`src/amo_pkg.sv`:
```
package amo_pkg;
   // ---------------------------------------------------------------
   // Register map (byte addresses, word aligned)
   // ---------------------------------------------------------------
   localparam logic [7:0] ADR_OPTION = 8'h00;
   localparam logic [7:0] ADR_STATUS = 8'h04;
   localparam logic [7:0] ADR_COND   = 8'h08;
   localparam logic [7:0] ADR_IRQST  = 8'h0C;
   localparam logic [7:0] ADR_IRQMSK = 8'h10;
   localparam logic [7:0] ADR_CMD    = 8'h14;
   localparam logic [7:0] ADR_ERRLIM = 8'h18;

   // ---------------------------------------------------------------
   // Option word weights (bit positions)
   // ---------------------------------------------------------------
   localparam int OPT_RETGT_RESET = 0;
   localparam int OPT_LOCK_EN     = 1;
   localparam int OPT_RETGT_FAIL  = 2;
   localparam int OPT_RESERVED    = 3;
   localparam int OPT_MUTE_INV    = 4;
   localparam int OPT_REL_AZ      = 5;
   localparam int OPT_LNB_EN      = 6;
   localparam int OPT_LOCK_INV    = 7;
   localparam logic [7:0] OPTION_RST = 8'h00;

   // Condition register bits
   localparam int CND_BLOCKED = 0;
   localparam int CND_SEARCH  = 1;
   localparam int CND_TARGET  = 2;
   localparam int CND_UNWRAP  = 3;

   // Command register bits (write one to act)
   localparam int CMD_APPLY  = 0;
   localparam int CMD_SAVE   = 1;
   localparam int CMD_FRESET = 2;
   localparam int CMD_INITOK = 3;
   localparam int CMD_SFAIL  = 4;

   // Interrupt status bits
   localparam int IRQ_MUTE_CHG = 0;
   localparam int IRQ_LOCK_ACQ = 1;
   localparam int IRQ_RETARGET = 2;
   localparam int IRQ_SFAIL    = 3;
   localparam int IRQ_W        = 4;

   // Pointing error thresholds, hundredths of a degree
   localparam logic [15:0] ERR_MUTE_CDEG   = 16'h0032; // 0.50 deg
   localparam logic [15:0] ERR_UNMUTE_CDEG = 16'h0014; // 0.20 deg

   // Search failure actions
   typedef enum logic [1:0] {
      AMO_ACT_NONE   = 2'b00,
      AMO_ACT_ORIGIN = 2'b01,
      AMO_ACT_RETGT  = 2'b11
   } amo_act_e;
endpackage : amo_pkg

```
`src/amo_mute_if.sv`:
```
`timescale 1ns/10ps
// Mute condition bundle between the top and the mute evaluator
interface amo_mute_if;
   logic        blocked;
   logic        searching;
   logic        targeting;
   logic        unwrapping;
   logic [15:0] point_err;
   logic        invert;
   logic        mute_active;
   logic        mispoint_hold;
   modport ctrl (output blocked, output searching, output targeting,
                 output unwrapping, output point_err, output invert,
                 input mute_active, input mispoint_hold);
   modport eval (input blocked, input searching, input targeting,
                 input unwrapping, input point_err, input invert,
                 output mute_active, output mispoint_hold);
endinterface : amo_mute_if

```
`src/amo_mute_eval.sv`:
```
`timescale 1ns/10ps
module amo_mute_eval (
   input  wire logic    clk_i,
   input  wire logic    rst_i,
   amo_mute_if.eval     mif
);
   logic hold_q;
   logic mute_q;
   logic raw_mute;

   // ------------------------------------------------------------
   // Mispoint hysteresis: set at 0.5, release at 0.2
   // ------------------------------------------------------------
   // hold until 0.2
   always_ff @(posedge clk_i) begin
      if (rst_i) begin
         hold_q <= 1'b0;
      end else if (mif.point_err >= amo_pkg::ERR_MUTE_CDEG) begin
         hold_q <= 1'b1;
      end else if (mif.point_err <= amo_pkg::ERR_UNMUTE_CDEG) begin
         hold_q <= 1'b0;
      end
   end

   assign raw_mute = mif.blocked | mif.searching | mif.targeting |
                     mif.unwrapping | hold_q |
                     (mif.point_err >= amo_pkg::ERR_MUTE_CDEG);

   // Registered each clock so the output follows within one cycle
   // continuous evaluation
   always_ff @(posedge clk_i) begin
      if (rst_i) begin
         mute_q <= 1'b1; // Muted until conditions are known
      end else begin
         mute_q <= raw_mute;
      end
   end

   assign mif.mute_active   = mute_q;
   assign mif.mispoint_hold = hold_q;
endmodule : amo_mute_eval

```
`src/amo_option_ctrl.sv`:
```
`timescale 1ns/10ps
// ------------------------------------------------------------------
// Overview of operation
// - Mute unless out of zones, not searching/targeting, error below 0.5.
// - Weight 16 inverts mute output polarity: high means blocked.
// - Lock input ignored unless weight 2 set; off by default.
// - Weight 128 makes high on lock input mean locked.
// - Lock indication used only during search, never for tracking.
// - LNB supply output driven only when weight 64 set.
// - Weight 32 shows relative azimuth instead of tracking signal.
// - Search failure returns to origin by default, no retarget.
// - Weight 4 retargets calculated satellite after search failure.
// - Weight 1 retargets after power-up init and front-panel reset.
// - Option word is sum of independent weights.
// - Edited option applied on confirm; separate save persists it.
// - Mispoint mute holds until error within 0.2 degrees.
// - Unwrapping also asserts the mute output.
// ------------------------------------------------------------------
module amo_option_ctrl #(
   parameter int ERR_W = 16
) (
   input  wire logic             clk_i,
   input  wire logic             rst_i,
   // Wishbone classic slave
   input  wire logic             wb_cyc_i,
   input  wire logic             wb_stb_i,
   input  wire logic             wb_we_i,
   input  wire logic [7:0]       wb_adr_i,
   input  wire logic [3:0]       wb_sel_i,
   input  wire logic [31:0]      wb_dat_i,
   output logic      [31:0]      wb_dat_o,
   output logic                  wb_ack_o,
   output logic                  wb_err_o,
   // Antenna state
   input  wire logic             in_zone_i,
   input  wire logic [ERR_W-1:0] point_err_i,
   input  wire logic             power_up_i,
   // Modem discrete lines
   input  wire logic             external_lock_input_i,
   output logic                  mute_blockage_output_o,
   // Derived controls
   output logic                  lnb_supply_en_o,
   output logic                  relative_azimuth_o,
   output logic                  sat_locked_o,
   output logic                  retarget_o,
   output logic                  return_origin_o,
   output logic                  save_req_o,
   output logic                  irq_o
);
   // ---------------------------------------------------------------
   // State
   // ---------------------------------------------------------------
   localparam int IRQ_W_L = amo_pkg::IRQ_W;

   logic [7:0]        edit_q;     // Pending option word
   logic [7:0]        option_q;   // Active option word
   logic [3:0]        cond_q;     // Software-driven conditions
   logic [IRQ_W_L-1:0] irq_st_q;
   logic [IRQ_W_L-1:0] irq_msk_q;
   logic [IRQ_W_L-1:0] irq_ev;
   logic              ack_q;
   logic [31:0]       rdat_q;
   logic              wr_stb;
   logic              rd_stb;
   logic              hit;
   logic              mute_q;
   logic              mute_prev_q;
   logic              lock_q;
   logic              lock_prev_q;
   logic              retgt_q;
   logic              origin_q;
   logic              save_q;
   logic              pwr_pend_q;
   logic              lock_raw;
   logic              lock_use;
   logic              init_ok;
   logic              freset;
   logic              sfail;
   amo_pkg::amo_act_e fail_act;

   amo_mute_if mif ();

   // ---------------------------------------------------------------
   // Byte-lane write merge
   // ---------------------------------------------------------------
   function automatic logic [7:0] lane0(input logic [7:0] old,
                                        input logic [3:0] sel,
                                        input logic [31:0] dat);
      lane0 = sel[0] ? dat[7:0] : old;
   endfunction : lane0

   // ---------------------------------------------------------------
   // Bus decode
   // ---------------------------------------------------------------
   assign hit = (wb_adr_i == amo_pkg::ADR_OPTION) ||
                (wb_adr_i == amo_pkg::ADR_STATUS) ||
                (wb_adr_i == amo_pkg::ADR_COND)   ||
                (wb_adr_i == amo_pkg::ADR_IRQST)  ||
                (wb_adr_i == amo_pkg::ADR_IRQMSK) ||
                (wb_adr_i == amo_pkg::ADR_CMD)    ||
                (wb_adr_i == amo_pkg::ADR_ERRLIM);
   assign wr_stb = wb_cyc_i & wb_stb_i & ~ack_q & wb_we_i & hit;
   assign rd_stb = wb_cyc_i & wb_stb_i & ~ack_q & ~wb_we_i;

   // One-wait answer; ack (or err when unmapped) for a single cycle
   always_ff @(posedge clk_i) begin
      if (rst_i) begin
         ack_q <= 1'b0;
      end else begin
         ack_q <= wb_cyc_i & wb_stb_i & ~ack_q;
      end
   end
   // Unmapped address answered with err instead of ack
   logic unmap_q;
   always_ff @(posedge clk_i) begin
      if (rst_i) begin
         unmap_q <= 1'b0;
      end else begin
         unmap_q <= ~hit;
      end
   end
   assign wb_ack_o = ack_q & ~unmap_q;
   assign wb_err_o = ack_q & unmap_q;

   // Command strobes, one cycle
   assign init_ok = wr_stb & (wb_adr_i == amo_pkg::ADR_CMD) & wb_sel_i[0]
                    & wb_dat_i[amo_pkg::CMD_INITOK];
   assign freset  = wr_stb & (wb_adr_i == amo_pkg::ADR_CMD) & wb_sel_i[0]
                    & wb_dat_i[amo_pkg::CMD_FRESET];
   assign sfail   = wr_stb & (wb_adr_i == amo_pkg::ADR_CMD) & wb_sel_i[0]
                    & wb_dat_i[amo_pkg::CMD_SFAIL];

   // ---------------------------------------------------------------
   // Option word: edit buffer and active copy
   // ---------------------------------------------------------------
   // sum of weights
   always_ff @(posedge clk_i) begin
      if (rst_i) begin
         edit_q <= amo_pkg::OPTION_RST;
      end else if (wr_stb && wb_adr_i == amo_pkg::ADR_OPTION) begin
         edit_q <= lane0(edit_q, wb_sel_i, wb_dat_i);
      end
   end

   always_ff @(posedge clk_i) begin
      if (rst_i) begin
         option_q <= amo_pkg::OPTION_RST;
      end else if (wr_stb && wb_adr_i == amo_pkg::ADR_CMD &&
                   wb_sel_i[0] && wb_dat_i[amo_pkg::CMD_APPLY]) begin
         option_q <= edit_q;
      end
   end

   always_ff @(posedge clk_i) begin
      if (rst_i) begin
         save_q <= 1'b0;
      end else begin
         save_q <= wr_stb & (wb_adr_i == amo_pkg::ADR_CMD) & wb_sel_i[0]
                   & wb_dat_i[amo_pkg::CMD_SAVE];
      end
   end
   assign save_req_o = save_q;

   // Conditions written by the pointing firmware
   always_ff @(posedge clk_i) begin
      if (rst_i) begin
         cond_q <= 4'h0;
      end else if (wr_stb && wb_adr_i == amo_pkg::ADR_COND && wb_sel_i[0]) begin
         cond_q <= wb_dat_i[3:0];
      end
   end

   // ---------------------------------------------------------------
   // Mute evaluation
   // ---------------------------------------------------------------
   assign mif.blocked    = cond_q[amo_pkg::CND_BLOCKED] | in_zone_i;
   assign mif.searching  = cond_q[amo_pkg::CND_SEARCH];
   assign mif.targeting  = cond_q[amo_pkg::CND_TARGET];
   assign mif.unwrapping = cond_q[amo_pkg::CND_UNWRAP];
   assign mif.point_err  = 16'(point_err_i);
   assign mif.invert     = option_q[amo_pkg::OPT_MUTE_INV];

   amo_mute_eval u_eval (
      .clk_i (clk_i),
      .rst_i (rst_i),
      .mif   (mif)
   );

   // Output high means open; default grounds (low) when muted
   // polarity invert
   always_ff @(posedge clk_i) begin
      if (rst_i) begin
         mute_q <= 1'b0;
      end else begin
         mute_q <= mif.invert ? mif.mute_active : ~mif.mute_active;
      end
   end
   assign mute_blockage_output_o = mute_q;
   // weight 8 unused
   // Reserved bit decodes to nothing; only stored for read-back

   // ---------------------------------------------------------------
   // Lock input
   // ---------------------------------------------------------------
   // reversed polarity
   assign lock_raw = option_q[amo_pkg::OPT_LOCK_INV] ? external_lock_input_i
                                                     : ~external_lock_input_i;
   assign lock_use = option_q[amo_pkg::OPT_LOCK_EN] &
                     cond_q[amo_pkg::CND_SEARCH] & lock_raw;
   always_ff @(posedge clk_i) begin
      if (rst_i) begin
         lock_q <= 1'b0;
      end else begin
         lock_q <= lock_use;
      end
   end
   assign sat_locked_o = lock_q;

   // Feature outputs, registered
   // LNB gate
   always_ff @(posedge clk_i) begin
      if (rst_i) begin
         lnb_supply_en_o    <= 1'b0;
         relative_azimuth_o <= 1'b0;
      end else begin
         lnb_supply_en_o    <= option_q[amo_pkg::OPT_LNB_EN];
         relative_azimuth_o <= option_q[amo_pkg::OPT_REL_AZ];
      end
   end

   // ---------------------------------------------------------------
   // Search failure and retarget actions
   // ---------------------------------------------------------------
   // default origin
   always_comb begin
      case ({sfail, option_q[amo_pkg::OPT_RETGT_FAIL]})
         2'b10:   fail_act = amo_pkg::AMO_ACT_ORIGIN;
         2'b11:   fail_act = amo_pkg::AMO_ACT_RETGT;
         default: fail_act = amo_pkg::AMO_ACT_NONE;
      endcase
   end

   // Power-up request waits for antenna initialisation to finish
   always_ff @(posedge clk_i) begin
      if (rst_i) begin
         pwr_pend_q <= 1'b0;
      end else if (init_ok) begin
         pwr_pend_q <= 1'b0;
      end else if (power_up_i) begin
         pwr_pend_q <= 1'b1;
      end
   end

   always_ff @(posedge clk_i) begin
      if (rst_i) begin
         retgt_q  <= 1'b0;
         origin_q <= 1'b0;
      end else begin
         retgt_q  <= (fail_act == amo_pkg::AMO_ACT_RETGT) |
                     (option_q[amo_pkg::OPT_RETGT_RESET] &
                      (freset | (init_ok & pwr_pend_q)));
         origin_q <= (fail_act == amo_pkg::AMO_ACT_ORIGIN);
      end
   end
   assign retarget_o      = retgt_q;
   assign return_origin_o = origin_q;

   // ---------------------------------------------------------------
   // Interrupts: sticky status, write one to clear, set wins
   // ---------------------------------------------------------------
   always_ff @(posedge clk_i) begin
      if (rst_i) begin
         mute_prev_q <= 1'b0;
         lock_prev_q <= 1'b0;
      end else begin
         mute_prev_q <= mute_q;
         lock_prev_q <= lock_q;
      end
   end
   assign irq_ev[amo_pkg::IRQ_MUTE_CHG] = mute_q ^ mute_prev_q;
   assign irq_ev[amo_pkg::IRQ_LOCK_ACQ] = lock_q & ~lock_prev_q;
   assign irq_ev[amo_pkg::IRQ_RETARGET] = retgt_q;
   assign irq_ev[amo_pkg::IRQ_SFAIL]    = origin_q;

   always_ff @(posedge clk_i) begin
      if (rst_i) begin
         irq_st_q <= '0;
      end else if (wr_stb && wb_adr_i == amo_pkg::ADR_IRQST && wb_sel_i[0]) begin
         irq_st_q <= (irq_st_q & ~wb_dat_i[IRQ_W_L-1:0]) | irq_ev;
      end else begin
         irq_st_q <= irq_st_q | irq_ev;
      end
   end

   always_ff @(posedge clk_i) begin
      if (rst_i) begin
         irq_msk_q <= '0;
      end else if (wr_stb && wb_adr_i == amo_pkg::ADR_IRQMSK && wb_sel_i[0]) begin
         irq_msk_q <= wb_dat_i[IRQ_W_L-1:0];
      end
   end
   assign irq_o = |(irq_st_q & irq_msk_q);

   // ---------------------------------------------------------------
   // Read data
   // ---------------------------------------------------------------
   always_ff @(posedge clk_i) begin
      if (rst_i) begin
         rdat_q <= 32'h0000_0000;
      end else if (rd_stb) begin
         case (wb_adr_i)
            amo_pkg::ADR_OPTION: rdat_q <= {24'h00_0000, edit_q};
            amo_pkg::ADR_STATUS: rdat_q <= {16'h0000, option_q, 3'h0,
                                  mif.mispoint_hold, lnb_supply_en_o,
                                  lock_q, mif.mute_active, mute_q};
            amo_pkg::ADR_COND:   rdat_q <= {28'h000_0000, cond_q};
            amo_pkg::ADR_IRQST:  rdat_q <= {28'h000_0000, irq_st_q};
            amo_pkg::ADR_IRQMSK: rdat_q <= {28'h000_0000, irq_msk_q};
            amo_pkg::ADR_ERRLIM: rdat_q <= {amo_pkg::ERR_UNMUTE_CDEG,
                                            amo_pkg::ERR_MUTE_CDEG};
            default:             rdat_q <= 32'h0000_0000;
         endcase
      end
   end
   assign wb_dat_o = rdat_q;
endmodule : amo_option_ctrl

```
`config.mk`:
```
export PLATFORM = sky130hd
export DESIGN_NAME = amo_option_ctrl
export DESIGN_NICKNAME = d
export VERILOG_FILES = /design/src/amo_pkg.sv /design/src/amo_mute_if.sv /design/src/amo_mute_eval.sv /design/src/amo_option_ctrl.sv
export SDC_FILE = /design/constraint.sdc
export NUM_CORES = 1
export LEC_CHECK = 0
export ABC_CLOCK_PERIOD_IN_PS = 5700
export BUFFER_PORTS_ARGS = -buffer_cell sky130_fd_sc_hd__buf_4
export CAP_MARGIN = 20
export CORE_MARGIN = 2
export CORE_UTILIZATION = 40
export CTS_CLUSTER_SIZE = 28
export DETAILED_ROUTE_END_ITERATION = 8
export PLACE_DENSITY = 0.69
export REMOVE_ABC_BUFFERS = 1
export SLEW_MARGIN = 10
export SYNTH_ARGS = -nofsm -noshare
export SYNTH_HDL_FRONTEND = slang
export SYNTH_HIERARCHICAL = 1
export SYNTH_SLANG_ARGS = --single-unit
```
`constraint.sdc`:
```
create_clock -name clk_i -period 5.7 [get_ports clk_i]
set_clock_uncertainty 0.1 [all_clocks]
set_input_delay 1.14 -clock clk_i [delete_from_list [all_inputs] [get_ports clk_i]]
set_output_delay 1.14 -clock clk_i [all_outputs]
set_load 0.1 [all_outputs]
```
==> summary.txt <==
Post-route insts no fill: 425
RR Startpoint: ack_q
Power Density: 253.9 nW/um^2
Critical path startpoint category: primary input
Gr usage total: 18.29%
Drt first pass iters: 6
Top_reg_cell synth: dfxtp_1
Layout cell share with drive strength beyond 1: 26.72%
Crit-path max cell delay: 800 ps
DP HPWL: 4639 um
Core Region: 6386 um^2
Largest net degree at the start of global routing: 60
Status: completed
Worst-margin pin slew: 910.4 ps
Clock sink count: 59
Unrepaired setup endpoints after global routing: no
Sequential-to-total area share from yosys stat: 44.55%
Vias: 2257
Period utilization: 51.93%
Syn Area/Cell: 9.469 um^2
Slew margin rel.: 38.96%
Grt ovf: 0
Die Footprint: 7296 um^2
Area leader, netlist: dfxtp_1
Clock Latency Late Sink: 330 ps
Area delta synth->final: 24.40%
Cell breakdown of the critical path: buf_4, nand4bb_1, nor3_2, a22oi_1, nor2_1
Critical path required time: 5860 ps
CTS buffer count: 9
Synth top area share: 44.55%
Worst path arrival time: 3120 ps
Initial antenna violation count: 0
P_leak: 1.281 nW
Synth area leaders: dfxtp_1 (45%), mux2i_1 (9.1%), nor2_1 (6.5%)
Worst slack, placed: 2414 ps
Asr flop ratio synth: 0%
Slowest CP cell: nand4bb_1
Placed insts: 410
IO buf count: 68
Post-CTS Setup Inserts: 0
First-pass GRT wire length: 10450 um
Worst ir drop on vdd: 0.1417 mV
Reg2Reg Depth: 4
Final ANT Viol Nets: 0
Final min period: 2960 ps
ANT cells: 0
Yosys reg bits: 59
Root Driver: clkbuf_8
Final Cell Area: 3298 um^2
Drt wl/cell: 15.09 um
Drc violations: 0
Max Clk Rate: 0.3378 GHz
Reg2reg end: wb_dat_o[13]
Critical path capture point type: flop
Initial DRC count: 164
Post-synthesis cell type count: 48
Placed Area: 3137 um^2
Post-synth EDFFs: 0
Fillers: 621
Final #Nets: 412
I/O pin count: 110
Commonest cells post-synth: dfxtp_1 (59), nor2_1 (46), mux2i_1 (24), a22oi_1 (16), buf_4 (15)
GPL Wtd Cong: 0.9506
Count leader, synth: dfxtp_1
Die width: 85.42 um
Clock slew at reported path FFs: 60 ps
Starting density of the core: 41.52%
Total wire length: 6412 um
Mapped cell area: 2651 um^2
Slew Viols, Final: 0
Die height: 85.42 um
HP Class: flop to flop
Hold-fix buffers at CTS: 0
CP Class: primary input to flop
Cells after Synth: 280
Worst Setup Slack, final: 2740 ps
CTS H-Tree Depth: 3
Worst hold path startpoint: option_q[1]
CTS max path bufs: 2
R2R Setup Slk: 3350 ps
Row count: 29
Via density: 5.311
Hold EP: sat_locked_o
Hold depth: 2
Max-cap violations: 0
CP startpoint: wb_we_i
Final Setup Violations: 0
Hold slack final: 367.8 ps
Endpoints failing hold: 0
CTS resizes: 0
Worst-path fanout max: 19
Vias in the first global route: 2111
Synth Warn #: 6
Setup tns final: 0 ps
CTS tree: done
[kinds of logic after synthesis]
| kind of cell | Yosys count | synth area share (%) |
|---|---|---|
| buffers and inverters | 32 | 6.984 |
| other | 1 | 0.1414 |
| multiplexers | 26 | 10.33 |
| XOR/XNOR | 3 | 0.9912 |
| AND/OR/NAND/NOR | 111 | 24.45 |
| AO/OA/AOI/OAI | 48 | 12.55 |
| flip-flops | 59 | 44.55 |
[worst max-delay path by stage]
stage / end / slack, ps
6_report: wb_dat_o[13] / 2740
3_3_place_gp: wb_dat_o[9] / 2430
4_1_cts: wb_dat_o[13] / 2760
5_1_grt: wb_dat_o[13] / 2450
3_5_place_dp: wb_dat_o[13] / 2410
2_1_floorplan: wb_ack_o / 2760
[per-layer routing]
layer / wire length (um) / global-route usage, %
met5: 0 / 0
met4: 85 / 6.638
met3: 491 / 4.864
met2: 2879 / 28.62
met1: 2956 / 24.28
[metrics by stage]
step / utilization (%) / power (mW)
floorplan: - / 0.4858
global placement: 49.12 / 0.5251
detailed placement: 49.12 / 0.5262
CTS: 51.65 / 0.8448
global route: 51.65 / 0.8665
finish: 51.65 / 0.8374
[power by group]
part           switching (mW)  internal (mW)
clock network           0.153          0.167
registers            0.000999          0.414
logic                  0.0757         0.0270
total                   0.230          0.608
[final cells by class]
cell class	instances	area [um^2]	area share, %
inverter	4	15.01	0.4552
multi-input combinational	202	1334	40.44
tap	77	96.34	2.921
sequential	59	1181	35.81
clock inverter	2	12.51	0.3794
clock buffer	13	148.9	4.514
timing repair buffer	68	510.5	15.48
[flip-flops by register name, indices dropped and copies added (netlist names)]
name                      count
wb_dat_o                     17
edit_q                        8
option_q                      8
cond_q                        4
irq_msk_q                     4
irq_st_q                      4
ack_q                         1
lnb_supply_en_o               1
lock_prev_q                   1
mute_blockage_output_o        1
mute_prev_q                   1
pwr_pend_q                    1
relative_azimuth_o            1
retarget_o                    1
return_origin_o               1
sat_locked_o                  1
save_req_o                    1
u_eval/mif.mispoint_hold      1
u_eval/mif.mute_active        1
unmap_q                       1
[critical path: cells and delay by family]
kind | cells | cell delay (ps)
AND/OR/NAND/NOR | 3 | 1710
buffers and inverters | 1 | 120
AO/OA/AOI/OAI | 1 | 150
[layout by cell type, fill, tap and decap left out, drive strengths merged, types with 2 or more instances in the layout]
master and n:
a21o 3, a21oi 7, a22o 4, a22oi 16
a31oi 3, a32oi 2, and2 2, buf 68
clkbuf 13, conb 14, dfxtp 59, inv 4
mux2i 24, nand2 10, nand2b 2, nand3 9
nand3b 3, nand4 2, nor2 46, nor2b 8
nor3 4, nor4 10, o21ai 8, or2 2
or3 2, or4 3, or4b 3, xor2 2
No activity file was read; power rests on OpenSTA's default activity.
